File: src/rtl/oiro_pkg.sv
// Package: constants, register map and bus types for the optical serial port output stage
package oiro_pkg;

	////////////////////////////////////////////////////////////////////////////////
	// Clock and carrier timing
	localparam int CLK_HZ = 250_000_000; // System clock rate
	localparam int CARRIER_HZ = 38_000; // Carrier frequency
	localparam int CARRIER_CYC = CLK_HZ / CARRIER_HZ; // Carrier period in clock cycles
	localparam int CAR_CNT_W = 13; // Width of the carrier phase counter

	////////////////////////////////////////////////////////////////////////////////
	// Register map (byte addresses, low nibble decoded)
	localparam logic [3:0] ADDR_CTRL = 4'h0; // Pin and carrier control
	localparam logic [3:0] ADDR_STATUS = 4'h4; // Read-only status
	localparam logic [3:0] ADDR_TXDATA = 4'h8; // Transmit byte, pushed into the FIFO
	localparam logic [3:0] ADDR_BAUD = 4'hC; // Bit time divisor minus one

	// Control register fields
	localparam int CTRL_SEL_LSB = 0; // ir_tx_pin_select[1:0]
	localparam int CTRL_TXINV_BIT = 2; // ir_tx_invert
	localparam int CTRL_RXINV_BIT = 3; // ir_rx_invert
	localparam int CTRL_CAREN_BIT = 4; // ir_carrier_enable
	localparam int CTRL_DUTY_LSB = 5; // ir_carrier_duty[1:0]

	// Status register fields
	localparam int STAT_FALLBACK_BIT = 0; // Battery-backed fallback mode
	localparam int STAT_RXLVL_BIT = 1; // Received level after inversion
	localparam int STAT_EMPTY_BIT = 2; // FIFO empty
	localparam int STAT_FULL_BIT = 3; // FIFO full
	localparam int STAT_BUSY_BIT = 4; // Transmitter busy

	// Pin select, reset values and response codes
	localparam logic [1:0] SEL_SERIAL = 2'h0; // Pin select value that gives the pin to the serial port
	localparam logic [1:0] SEL_RST = 2'h1; // Pin left to its alternate function after reset
	localparam logic [15:0] BAUD_RST = 16'h0823; // Bit time divisor after reset
	localparam logic [1:0] RESP_OKAY = 2'h0; // AXI okay
	localparam logic [1:0] RESP_SLVERR = 2'h2; // AXI slave error

	// FIFO shape and synchroniser slots
	localparam int FIFO_W = 8; // Data width
	localparam int FIFO_D = 16; // Depth in words
	localparam int SY_RX = 0; // Receive pin
	localparam int SY_PWR = 1; // System power good
	localparam int SY_BAT = 2; // Battery present
	localparam int SY_N = 3; // Number of synchronised inputs

	////////////////////////////////////////////////////////////////////////////////
	// Types
	typedef enum logic {TX_IDLE, TX_SHIFT} oiro_txst_t; // Transmitter states

	typedef struct packed {
		logic [1:0] duty; // ir_carrier_duty
		logic car_en; // ir_carrier_enable
		logic rx_inv; // ir_rx_invert
		logic tx_inv; // ir_tx_invert
		logic [1:0] pin_sel; // ir_tx_pin_select
	} oiro_ctrl_t;

	typedef struct packed {
		logic awvalid;
		logic [31:0] awaddr;
		logic wvalid;
		logic [31:0] wdata;
		logic [3:0] wstrb;
		logic bready;
		logic arvalid;
		logic [31:0] araddr;
		logic rready;
	} oiro_axi_req_t;

	typedef struct packed {
		logic awready;
		logic wready;
		logic bvalid;
		logic [1:0] bresp;
		logic arready;
		logic rvalid;
		logic [31:0] rdata;
		logic [1:0] rresp;
	} oiro_axi_rsp_t;

endpackage

File: src/rtl/oiro_top.sv
// Optical serial port output stage: AXI4-Lite registers, FIFO, transmitter, carrier and pin logic
//
// Operation
// - Drive transmit pin only when select is 00
// - Invert transmit output and receive input independently
// - Carrier of 38 kHz modulates transmit when enabled
// - No carrier while in battery fallback mode
// - Duty field selects 50, 25, 12.5, 6.25 percent
// - Duty percentage is the low part of period
// - Receive pin read as plain level, no demodulation
// - Fallback mode when power fails with battery present
`timescale 1ns/1ps
`default_nettype none

////////////////////////////////////////////////////////////////////////////////
// Transmit FIFO with valid and ready on both sides
module oiro_fifo #(
	parameter int WIDTH = 8,
	parameter int DEPTH = 16
) (
	input wire logic i_sys_clk,
	input wire logic i_rst,
	input wire logic i_in_valid,
	input wire logic [WIDTH-1:0] i_in_data,
	output logic o_in_ready,
	output logic o_out_valid,
	output logic [WIDTH-1:0] o_out_data,
	input wire logic i_out_ready
);
	localparam int AW = $clog2(DEPTH);

	// Whole state of the FIFO
	typedef struct packed {
		logic [DEPTH-1:0][WIDTH-1:0] mem; // Storage
		logic [AW:0] wr; // Write pointer with wrap bit
		logic [AW:0] rd; // Read pointer with wrap bit
	} oiro_fifo_st_t;

	oiro_fifo_st_t st_r;
	oiro_fifo_st_t st_nxt;
	logic empty;
	logic full;

	// Full when pointers differ only in the wrap bit
	assign empty = st_r.wr == st_r.rd;
	assign full = (st_r.wr[AW] != st_r.rd[AW]) && (st_r.wr[AW-1:0] == st_r.rd[AW-1:0]);
	assign o_in_ready = !full;
	assign o_out_valid = !empty;
	assign o_out_data = st_r.mem[st_r.rd[AW-1:0]];

	// Next state: push and pop
	always_comb begin
		st_nxt = st_r;
		if (i_in_valid && !full) begin
			st_nxt.mem[st_r.wr[AW-1:0]] = i_in_data;
			st_nxt.wr = st_r.wr + 1'b1;
		end
		if (i_out_ready && !empty) begin
			st_nxt.rd = st_r.rd + 1'b1;
		end
	end

	// State register
	always_ff @(posedge i_sys_clk) begin
		if (i_rst) begin
			st_r.wr <= '0;
			st_r.rd <= '0;
			st_r.mem <= '0;
		end else begin
			st_r <= st_nxt;
		end
	end
endmodule

////////////////////////////////////////////////////////////////////////////////
// Top of the output stage
module oiro_top #(
	parameter int P_CARRIER_CYC = oiro_pkg::CARRIER_CYC // Carrier period in cycles
) (
	input wire logic i_sys_clk,
	input wire logic i_rst,
	input wire oiro_pkg::oiro_axi_req_t i_axi,
	output oiro_pkg::oiro_axi_rsp_t o_axi,
	input wire logic i_ir_rx_in,
	input wire logic i_sys_power_ok,
	input wire logic i_battery_ok,
	output logic o_ir_tx_out,
	output logic o_ir_tx_oe,
	output logic o_ir_rx_level,
	output logic o_fallback_mode
);
	import oiro_pkg::*;

	// Whole state of the block
	typedef struct packed {
		oiro_ctrl_t ctrl; // Control register
		logic [15:0] baud; // Bit time divisor minus one
		logic [SY_N-1:0] sy1; // Synchroniser first stage
		logic [SY_N-1:0] sy2; // Synchroniser second stage
		logic [SY_N-1:0] sy3; // Synchroniser third stage
		logic [SY_N-1:0] stab; // Agreed input levels
		logic fallback; // Battery fallback mode
		logic rx_level; // Received level after inversion
		logic aw_got; // Write address held
		logic w_got; // Write data held
		logic [3:0] waddr; // Held write address
		logic [31:0] wdata; // Held write data
		logic [3:0] wstrb; // Held byte strobes
		oiro_axi_rsp_t rsp; // Bus answer signals
		oiro_txst_t txst; // Transmitter state
		logic [9:0] shreg; // Frame shift register
		logic [3:0] bitcnt; // Bits left in frame
		logic [15:0] baudcnt; // Bit time counter
		logic tx_line; // Serial line before the pin stage
		logic [CAR_CNT_W-1:0] car_cnt; // Carrier phase counter
		logic pin_out; // Pin level
		logic pin_oe; // Pin enable
	} oiro_state_t;

	oiro_state_t st_r;
	oiro_state_t st_nxt;
	logic [SY_N-1:0] stab_nxt; // Agreed levels from the synchroniser
	logic fifo_in_valid; // Push into FIFO
	logic fifo_in_ready; // FIFO has room
	logic fifo_out_valid; // FIFO holds a byte
	logic [FIFO_W-1:0] fifo_out_data; // Oldest byte
	logic fifo_out_ready; // Transmitter takes a byte
	logic mod_active; // Carrier applied
	logic car_low; // Carrier in its low part
	logic [CAR_CNT_W-1:0] low_len; // Low part length in cycles
	logic wr_fire; // Write address and data both held
	logic [31:0] status_word; // Status read value

	////////////////////////////////////////////////////////////////////////////////
	// Input synchroniser: a level counts once second and third stages agree
	genvar g;
	generate
		for (g = 0; g < SY_N; g++) begin : g_sync
			assign stab_nxt[g] = (st_r.sy2[g] == st_r.sy3[g]) ? st_r.sy3[g] : st_r.stab[g];
		end
	endgenerate

	////////////////////////////////////////////////////////////////////////////////
	// Transmit FIFO
	oiro_fifo #(
		.WIDTH(FIFO_W),
		.DEPTH(FIFO_D)
	) u_fifo (
		.i_sys_clk(i_sys_clk),
		.i_rst(i_rst),
		.i_in_valid(fifo_in_valid),
		.i_in_data(st_r.wdata[FIFO_W-1:0]),
		.o_in_ready(fifo_in_ready),
		.o_out_valid(fifo_out_valid),
		.o_out_data(fifo_out_data),
		.i_out_ready(fifo_out_ready)
	);

	// Helper terms
	assign wr_fire = st_r.aw_got && st_r.w_got && !st_r.rsp.bvalid;
	assign fifo_in_valid = wr_fire && (st_r.waddr == ADDR_TXDATA) && st_r.wstrb[0];
	assign fifo_out_ready = st_r.txst == TX_IDLE;
	assign mod_active = st_r.ctrl.car_en && !st_r.fallback;
	assign low_len = CAR_CNT_W'(P_CARRIER_CYC >> ({1'b0, st_r.ctrl.duty} + 3'h1));
	assign car_low = st_r.car_cnt < low_len;
	assign status_word = {27'h000_0000, st_r.txst == TX_SHIFT, !fifo_in_ready, !fifo_out_valid,
		st_r.rx_level, st_r.fallback};

	////////////////////////////////////////////////////////////////////////////////
	// Next state
	always_comb begin
		st_nxt = st_r;
		// Synchroniser stages
		st_nxt.sy1 = {i_battery_ok, i_sys_power_ok, i_ir_rx_in};
		st_nxt.sy2 = st_r.sy1;
		st_nxt.sy3 = st_r.sy2;
		st_nxt.stab = stab_nxt;
		// Fallback when power has failed and a battery holds the chip up
		st_nxt.fallback = !st_r.stab[SY_PWR] && st_r.stab[SY_BAT];
		// Receive level is the plain pin level, optionally inverted
		st_nxt.rx_level = st_r.stab[SY_RX] ^ st_r.ctrl.rx_inv;

		// Write address and data taken in either order
		if (i_axi.awvalid && st_r.rsp.awready) begin
			st_nxt.aw_got = 1'b1;
			st_nxt.waddr = i_axi.awaddr[3:0];
		end
		if (i_axi.wvalid && st_r.rsp.wready) begin
			st_nxt.w_got = 1'b1;
			st_nxt.wdata = i_axi.wdata;
			st_nxt.wstrb = i_axi.wstrb;
		end
		// Write response retires
		if (st_r.rsp.bvalid && i_axi.bready) begin
			st_nxt.rsp.bvalid = 1'b0;
		end
		// Perform the write; a push into a full FIFO waits for room
		if (wr_fire && !(fifo_in_valid && !fifo_in_ready)) begin
			st_nxt.aw_got = 1'b0;
			st_nxt.w_got = 1'b0;
			st_nxt.rsp.bvalid = 1'b1;
			st_nxt.rsp.bresp = RESP_OKAY;
			case (st_r.waddr)
				ADDR_CTRL: begin
					if (st_r.wstrb[0]) begin
						st_nxt.ctrl = st_r.wdata[CTRL_DUTY_LSB+1:CTRL_SEL_LSB];
					end
				end
				ADDR_BAUD: begin
					if (st_r.wstrb[0]) begin
						st_nxt.baud[7:0] = st_r.wdata[7:0];
					end
					if (st_r.wstrb[1]) begin
						st_nxt.baud[15:8] = st_r.wdata[15:8];
					end
				end
				ADDR_TXDATA, ADDR_STATUS: begin
					// Push handled by the FIFO; status ignores writes
					st_nxt.rsp.bresp = RESP_OKAY;
				end
				default: begin
					st_nxt.rsp.bresp = RESP_SLVERR;
				end
			endcase
		end
		st_nxt.rsp.awready = !st_nxt.aw_got && !st_nxt.rsp.bvalid;
		st_nxt.rsp.wready = !st_nxt.w_got && !st_nxt.rsp.bvalid;

		// Read path: one cycle from address to data
		if (st_r.rsp.rvalid && i_axi.rready) begin
			st_nxt.rsp.rvalid = 1'b0;
		end
		if (i_axi.arvalid && st_r.rsp.arready) begin
			st_nxt.rsp.rvalid = 1'b1;
			st_nxt.rsp.rresp = RESP_OKAY;
			case (i_axi.araddr[3:0])
				ADDR_CTRL: begin
					st_nxt.rsp.rdata = {25'h000_0000, st_r.ctrl};
				end
				ADDR_STATUS: begin
					st_nxt.rsp.rdata = status_word;
				end
				ADDR_BAUD: begin
					st_nxt.rsp.rdata = {16'h0000, st_r.baud};
				end
				ADDR_TXDATA: begin
					st_nxt.rsp.rdata = 32'h0000_0000;
				end
				default: begin
					st_nxt.rsp.rdata = 32'h0000_0000;
					st_nxt.rsp.rresp = RESP_SLVERR;
				end
			endcase
		end
		st_nxt.rsp.arready = !st_nxt.rsp.rvalid;

		// Serial transmitter, start bit low, stop bit high
		case (st_r.txst)
			TX_IDLE: begin
				st_nxt.tx_line = 1'b1;
				if (fifo_out_valid) begin
					st_nxt.shreg = {1'b1, fifo_out_data, 1'b0};
					st_nxt.bitcnt = 4'h9;
					st_nxt.baudcnt = st_r.baud;
					st_nxt.txst = TX_SHIFT;
				end
			end
			TX_SHIFT: begin
				st_nxt.tx_line = st_r.shreg[0];
				if (st_r.baudcnt == 16'h0000) begin
					st_nxt.baudcnt = st_r.baud;
					st_nxt.shreg = {1'b1, st_r.shreg[9:1]};
					if (st_r.bitcnt == 4'h0) begin
						st_nxt.txst = TX_IDLE;
					end else begin
						st_nxt.bitcnt = st_r.bitcnt - 4'h1;
					end
				end else begin
					st_nxt.baudcnt = st_r.baudcnt - 16'h0001;
				end
			end
			default: begin
				st_nxt.txst = TX_IDLE;
			end
		endcase

		// Free-running carrier phase
		if (st_r.car_cnt >= CAR_CNT_W'(P_CARRIER_CYC - 1)) begin
			st_nxt.car_cnt = '0;
		end else begin
			st_nxt.car_cnt = st_r.car_cnt + 1'b1;
		end

		// Pin stage: carrier only in active (low) bits, then polarity
		if (mod_active && !st_r.tx_line) begin
			st_nxt.pin_out = !car_low ^ st_r.ctrl.tx_inv;
		end else begin
			st_nxt.pin_out = st_r.tx_line ^ st_r.ctrl.tx_inv;
		end
		st_nxt.pin_oe = st_r.ctrl.pin_sel == SEL_SERIAL;
	end

	////////////////////////////////////////////////////////////////////////////////
	// State register
	always_ff @(posedge i_sys_clk) begin
		if (i_rst) begin
			st_r <= '0;
			st_r.ctrl.pin_sel <= SEL_RST;
			st_r.baud <= BAUD_RST;
			st_r.txst <= TX_IDLE;
			st_r.tx_line <= 1'b1;
			st_r.pin_out <= 1'b1;
			st_r.rsp.awready <= 1'b1;
			st_r.rsp.wready <= 1'b1;
			st_r.rsp.arready <= 1'b1;
		end else begin
			st_r <= st_nxt;
		end
	end

	// Outputs straight from the state register
	assign o_axi = st_r.rsp;
	assign o_ir_tx_out = st_r.pin_out;
	assign o_ir_tx_oe = st_r.pin_oe;
	assign o_ir_rx_level = st_r.rx_level;
	assign o_fallback_mode = st_r.fallback;
endmodule
`default_nettype wire

File: config.mk
export PLATFORM = sky130hd
export DESIGN_NAME = oiro_top
export DESIGN_NICKNAME = d
export VERILOG_FILES = /design/src/rtl/oiro_pkg.sv /design/src/rtl/oiro_top.sv
export SDC_FILE = /design/constraint.sdc
export NUM_CORES = 1
export LEC_CHECK = 0
export CORE_ASPECT_RATIO = 0.6
export CORE_MARGIN = 4
export CORE_UTILIZATION = 25
export DETAILED_ROUTE_END_ITERATION = 6
export DONT_BUFFER_PORTS = 1
export HOLD_SLACK_MARGIN = 0.15
export MAX_ROUTING_LAYER = met4
export PLACE_DENSITY = 0.39
export SETUP_SLACK_MARGIN = 0.15
export SYNTH_ARGS = -nofsm -noshare
export SYNTH_HDL_FRONTEND = slang
export SYNTH_SLANG_ARGS = --single-unit
File: constraint.sdc
create_clock -name i_sys_clk -period 2.1 [get_ports i_sys_clk]
set_input_delay 0.315 -clock i_sys_clk [delete_from_list [all_inputs] [get_ports i_sys_clk]]
set_output_delay 0.315 -clock i_sys_clk [all_outputs]
set_load 0.02 [all_outputs]
Yosys cells after proc, flatten, opt, wreduce, memory -nomap -nowiden
Cells that the tools add are included.
- bits in latches: 0
- output and inout port bits: 45
- bits in read-only memories: 0
- bits in writable memories: 0
- logic and storage cells: 152
- register bits after elaboration: 287
- input port bits: 110
- memories: 0
- div/mod/pow operators: 0
- bitwise gates (word level): 4
- equal/unequal tests: 15
- $add $sub $neg: 6
- multipliers: 0
- muxes and demuxes: 22
- shift operators: 1
- order comparisons: 5
- reductions and logical operators: 45
- operator list (operator ; count):
    $bwmux 128 ; 1
    $pmux 32 s2 ; 1
    $pmux 16 s3 ; 1
    $mux 35 ; 1
    $bmux 8 s4 ; 1
    $demux 8 s4 ; 1
    $mux 31 ; 1
    $logic_and 1x1->1 ; 20
    $eq 4x4->1 const B ; 4
    $logic_not 16->1 ; 1
    $mux 16 ; 1
    $mux 8 ; 2
    $sub 16x1->16 const B ; 1
    $mux 15 ; 1
    $add 13x1->13 const B ; 1
    $ge 13x13->1 const B ; 1
    $lt 13x13->1 ; 1
    $shr 13x3->13 const A ; 1
    $logic_not 1->1 ; 12
    $logic_not 4->1 ; 3
    $reduce_and 3->1 ; 4
    $add 5x1->5 const B ; 2
    $lt 4x5->1 const B ; 2
    $eq 4x3->1 const B ; 2
    other kinds (19) ; 32

Longest topological paths before layout
- depth in word-level cells: 10
- depth in mapped cells: 10
- mapped depth without buffers: 10

Hierarchy
A second synthesis with hierarchy kept.
- cell total of the unflattened synthesis: 1289
- area, all modules: 12339.3 µm²
- modules (own cells, without submodules) (module ; cells each ; instances ; seq. area each (µm²) ; area each (µm²)):
    oiro_fifo ; 608 ; 1 ; 2762.6 ; 6463.7
    oiro_top ; 681 ; 1 ; 2622.5 ; 5875.6

Worst setup path after synthesis
OpenSTA, ideal clock, no wires.
- kind: register to register
- start: reg st_r[166] (netlist bit)
- end: reg st_r, in the netlist o_ir_tx_out
- buffers on the path: 0
- data required time: 2022 ps
- arrival: 2062 ps
- setup time: 78 ps
- period minus slack after synthesis: 2139 ps
- setup slack: -39 ps
- stages on the path, launching flop included: 11
- cell sequence: dfxtp_1 -> inv_1 -> ha_1 -> inv_1 -> ha_1 -> nand4_1 -> nor2_1 -> a2111oi_0 -> or4_1 -> and4_1 -> nor3_1
- cells in the longest elaborated chain, start to end: 6
- RTL lines (element ; line ; text):
    start, declared ; oiro_top.sv:120 ; oiro_state_t st_r;
    start signal, assigned ; oiro_top.sv:317 ; st_r <= st_nxt;
    $add 2x1->3 ; oiro_top.sv:164 ; assign low_len = CAR_CNT_W'(P_CARRIER_CYC >> ({1'b0, st_r.ctrl.duty} + 3'h1));
    $shr 13x3->13 ; oiro_top.sv:164 ;
    $lt 13x13->1 ; oiro_top.sv:165 ; assign car_low = st_r.car_cnt < low_len;
    $logic_not 1->1 ; oiro_top.sv:296 ; st_nxt.pin_out = !car_low ^ st_r.ctrl.tx_inv;
    $xor 1x1->1 ; oiro_top.sv:296 ;
    $mux 1 ; oiro_top.sv:295 ; if (mod_active && !st_r.tx_line) begin
No other way between the ends.
A chain may end at the register's enable or synchronous reset.

Worst setup path after layout
Ends and elaborated chain as after synthesis.

==> results.json <==
{
  "skew_ns": 0.01933,
  "yosysMostFrequentCell": "dfxtp_1",
  "use_met2_pct": 16.56,
  "max_freq_mhz": 474.1,
  "worst_pin_slew_ns": 0.7319,
  "hold_violations": 6,
  "grt_busiest_layer": "met1",
  "start_util_pct": 25.40,
  "cts-htree-levels": 1,
  "timing.rr.start": "st_r[166]",
  "min_path_type": "in -> reg",
  "dr.pass1.iters": 6,
  "slew_headroom_pct": 51.21,
  "ys_seq_elements": 269,
  "synthesis.area_sq_um": 12200,
  "vias": 9066,
  "place_area_sq_um": 13070,
  "dieHeight_microns": 179.1,
  "r2r-end": "o_ir_tx_out",
  "worstSetupPathType": "reg -> reg",
  "r2r_cells": 11,
  "hpwl_microns": 22630,
  "maxCapViolations": 0,
  "rsz0062_at_grt": "true",
  "globalRouteMet3Util_pct": 2.464,
  "grt_pass1_vias": 8563,
  "seq_area_frac_synth_pct": 44.15,
  "status": "finished with violations",
  "endpoint_kind": "flip-flop",
  "period_share_pct": 100.5,
  "cp.arrival_ns": 2.61,
  "synth-edff-count": 0,
  "cts.sinks": 269,
  "design.die.area_sq_um": 52510,
  "drcViolationCount": 0,
  "nets": 1463,
  "via_per_inst": 4.560,
  "ctsRootBufferMaster": "clkbuf_16",
  "cp-endpoint": "o_ir_tx_out",
  "core_area_sq_um": 48020,
  "syn_area_per_cell_sq_um": 9.751,
  "wl_per_cell_microns": 17.56,
  "place.gp.congestion": 0.7763,
  "synthFlopType": "dfxtp_1",
  "synthToLayoutAreaGrowth_pct": 25.74,
  "cp_data_required_time_ns": 2.60,
  "io_buffers": 0,
  "fill_cells": 4929,
  "preCtsSetupSlack_ns": -0.1543,
  "powerDensity_nw_per_um2": 846.9,
  "startpoint": "st_r[166]",
  "ir_worst_vdd_mv": 0.5602,
  "cts_tree": "built",
  "yosys-top-cells-count": "dfxtp_1 (269), nor2_1 (243), mux2i_1 (158), nand2_1 (83), clkbuf_1 (59)",
  "rows": 62,
  "die_w_microns": 293.2,
  "ios": 155,
  "hold_ws_ns": -0.01672,
  "antenna_found_initial": 0,
  "final_layout_size_suffix_gt1_share_pct": 22.48,
  "clock_latency_ns": 0.56,
  "yosys_warnings": 0,
  "grt-ovfl-total": 0,
  "leakagePower_nw": 6.488,
  "holdBufCountCts": 48,
  "synth_cell_types": 63,
  "ant_nets": 0,
  "setup_viol": 2,
  "synth.largest_area_cell": "dfxtp_1",
  "grt_pass1_wl_microns": 52840,
  "synth_cells": 1251,
  "rrSetupSlack_ns": -0.009,
  "crit_path_start_kind": "flip-flop",
  "postLayoutSetupSlackWorst_ns": -0.009480,
  "cts.clk_slew.worst_paths_ns": 0.06,
  "failed_checks": "hold timing, setup timing",
  "final_util_pct": 31.94,
  "antenna_cells": 0,
  "drt-total-wl_microns": 34920,
  "use_met1_pct": 21.51,
  "min_period_ns": 2.109,
  "drtIter0Drc": 507,
  "async_reset_ff_share_pct": 0,
  "fin_area_sq_um": 15340,
  "grt_usage_pct": 13.20,
  "yosysTopAreaCellShare_pct": 44.15,
  "grt_max_degree": 259,
  "cts_made_buffers": 27,
  "synth_area_leaders": "dfxtp_1 (44%), mux2i_1 (13%), nor2_1 (7.5%)",
  "cts_buffer_depth": 3,
  "cp_max_fo": 3,
  "report.final.slew_viol_count": 0
}
[cell usage in the layout, fill, tap and decap left out, types with 8 or more instances in the layout]
| cell | n |
|---|---|
| a221oi_2 | 12 |
| buf_6 | 16 |
| buf_12 | 11 |
| xnor2_1 | 9 |
| buf_4 | 71 |
| dfxtp_2 | 8 |
| a31oi_1 | 10 |
| nand3_4 | 14 |
| ha_1 | 19 |
| conb_1 | 18 |
| nor3_1 | 10 |
| a21oi_1 | 41 |
| a21oi_2 | 12 |
| mux4_2 | 32 |
| clkbuf_16 | 27 |
| mux2i_1 | 157 |
| o21ai_0 | 10 |
| nand3_1 | 13 |
| nand4_1 | 8 |
| nand2_1 | 79 |
| a22oi_1 | 15 |
| a211oi_2 | 8 |
| a211oi_1 | 8 |
| nor2b_1 | 21 |
| dfxtp_1 | 256 |
| xor2_1 | 13 |
| nor2_1 | 240 |
| inv_1 | 16 |
| dlygate4sd3_1 | 48 |
[layout make-up]
cell class | instances | area (sq um) | share of cell area (%)
clock buffer | 39 | 770.7 | 5.025
clock inverter | 8 | 73.82 | 0.4813
inverter | 21 | 81.33 | 0.5303
multi-input combinational | 856 | 6623 | 43.18
sequential | 269 | 5414 | 35.30
tap | 640 | 800.8 | 5.221
timing repair buffer | 155 | 1574 | 10.26
[what timing repair did]
action                                  CTS  global route
setup buffers                            17            12
hold endpoints to repair                255           232
endpoints found under the setup margin  155           165
gates resized for setup                  79            81
pin swaps                                26            61
cloned                                    3             0
[cells by family (layout without fill, tap and decap cells)]
kind of cell	Yosys count	after routing	share of synthesized area, %
AND/OR/NAND/NOR	440	441	17.61
flip-flops	269	269	44.15
multiplexers	190	190	18.87
AO/OA/AOI/OAI	157	157	8.534
buffers and inverters	144	223	6.257
XOR/XNOR	27	27	2.185
adder cells (fa/ha/maj)	23	23	2.359
other	1	18	0.03074
[worst max-delay path: stages (launching register included)]
cell,delay [ns]
dfxtp_2,0.35
inv_2,0.06
ha_4,0.28
inv_4,0.05
ha_4,0.26
nand4_1,0.07
nor2_1,0.13
a2111oi_2,0.05
or4_4,0.43
and4_1,0.17
nor3_2,0.10
buf_4,0.12
[registers in the layout (all words and copies together) (netlist names)]
register and cells:
o_ir_rx_level 1, o_fallback_mode 1, u_fifo.st_r 138, st_r 98, st_nxt 6, o_ir_tx_oe 1
o_axi 23, o_ir_tx_out 1
[per-stage QoR]
stage          instances  hold WS [ns]  power (W)  TNS (ns)
3_3_place_gp        1861        0.4381   0.007424    -1.004
4_1_cts             1976      -0.08654    0.01282  -0.02317
6_report            1988      -0.01672    0.01299  -0.01073
3_5_place_dp        1861        0.4370   0.007416    -1.112
2_1_floorplan       1268        0.4115   0.006747         0
5_1_grt             1988       -0.1299    0.01358    -2.023
[how the worst min path moves through the flow]
stage,startpoint,to,slack [ns],depth (start not counted)
after floorplan,st_r[160],o_ir_tx_oe,0.41,1
after global placement,i_rst,st_r[134],0.44,1
after detailed placement,i_rst,st_nxt[140],0.44,1
after CTS,i_rst,o_axi[6],-0.09,1
after global routing,i_rst,o_axi[3],-0.13,1
final,i_rst,o_axi[6],-0.02,1
[routing by layer]
metal | vias to the layer above | wire [microns]
met5 | - | 0
met4 | 0 | 350
met3 | 28 | 1695
met2 | 127 | 13240
met1 | 4465 | 19630
li1 | 4446 | -
[power breakdown]
group	switching (W)	leakage (nW)	internal (W)
clock network	0.00210	0.412	0.00266
registers	0.000155	2.18	0.00524
logic	0.00146	3.89	0.00137
Power figures use the tool's default switching activity.
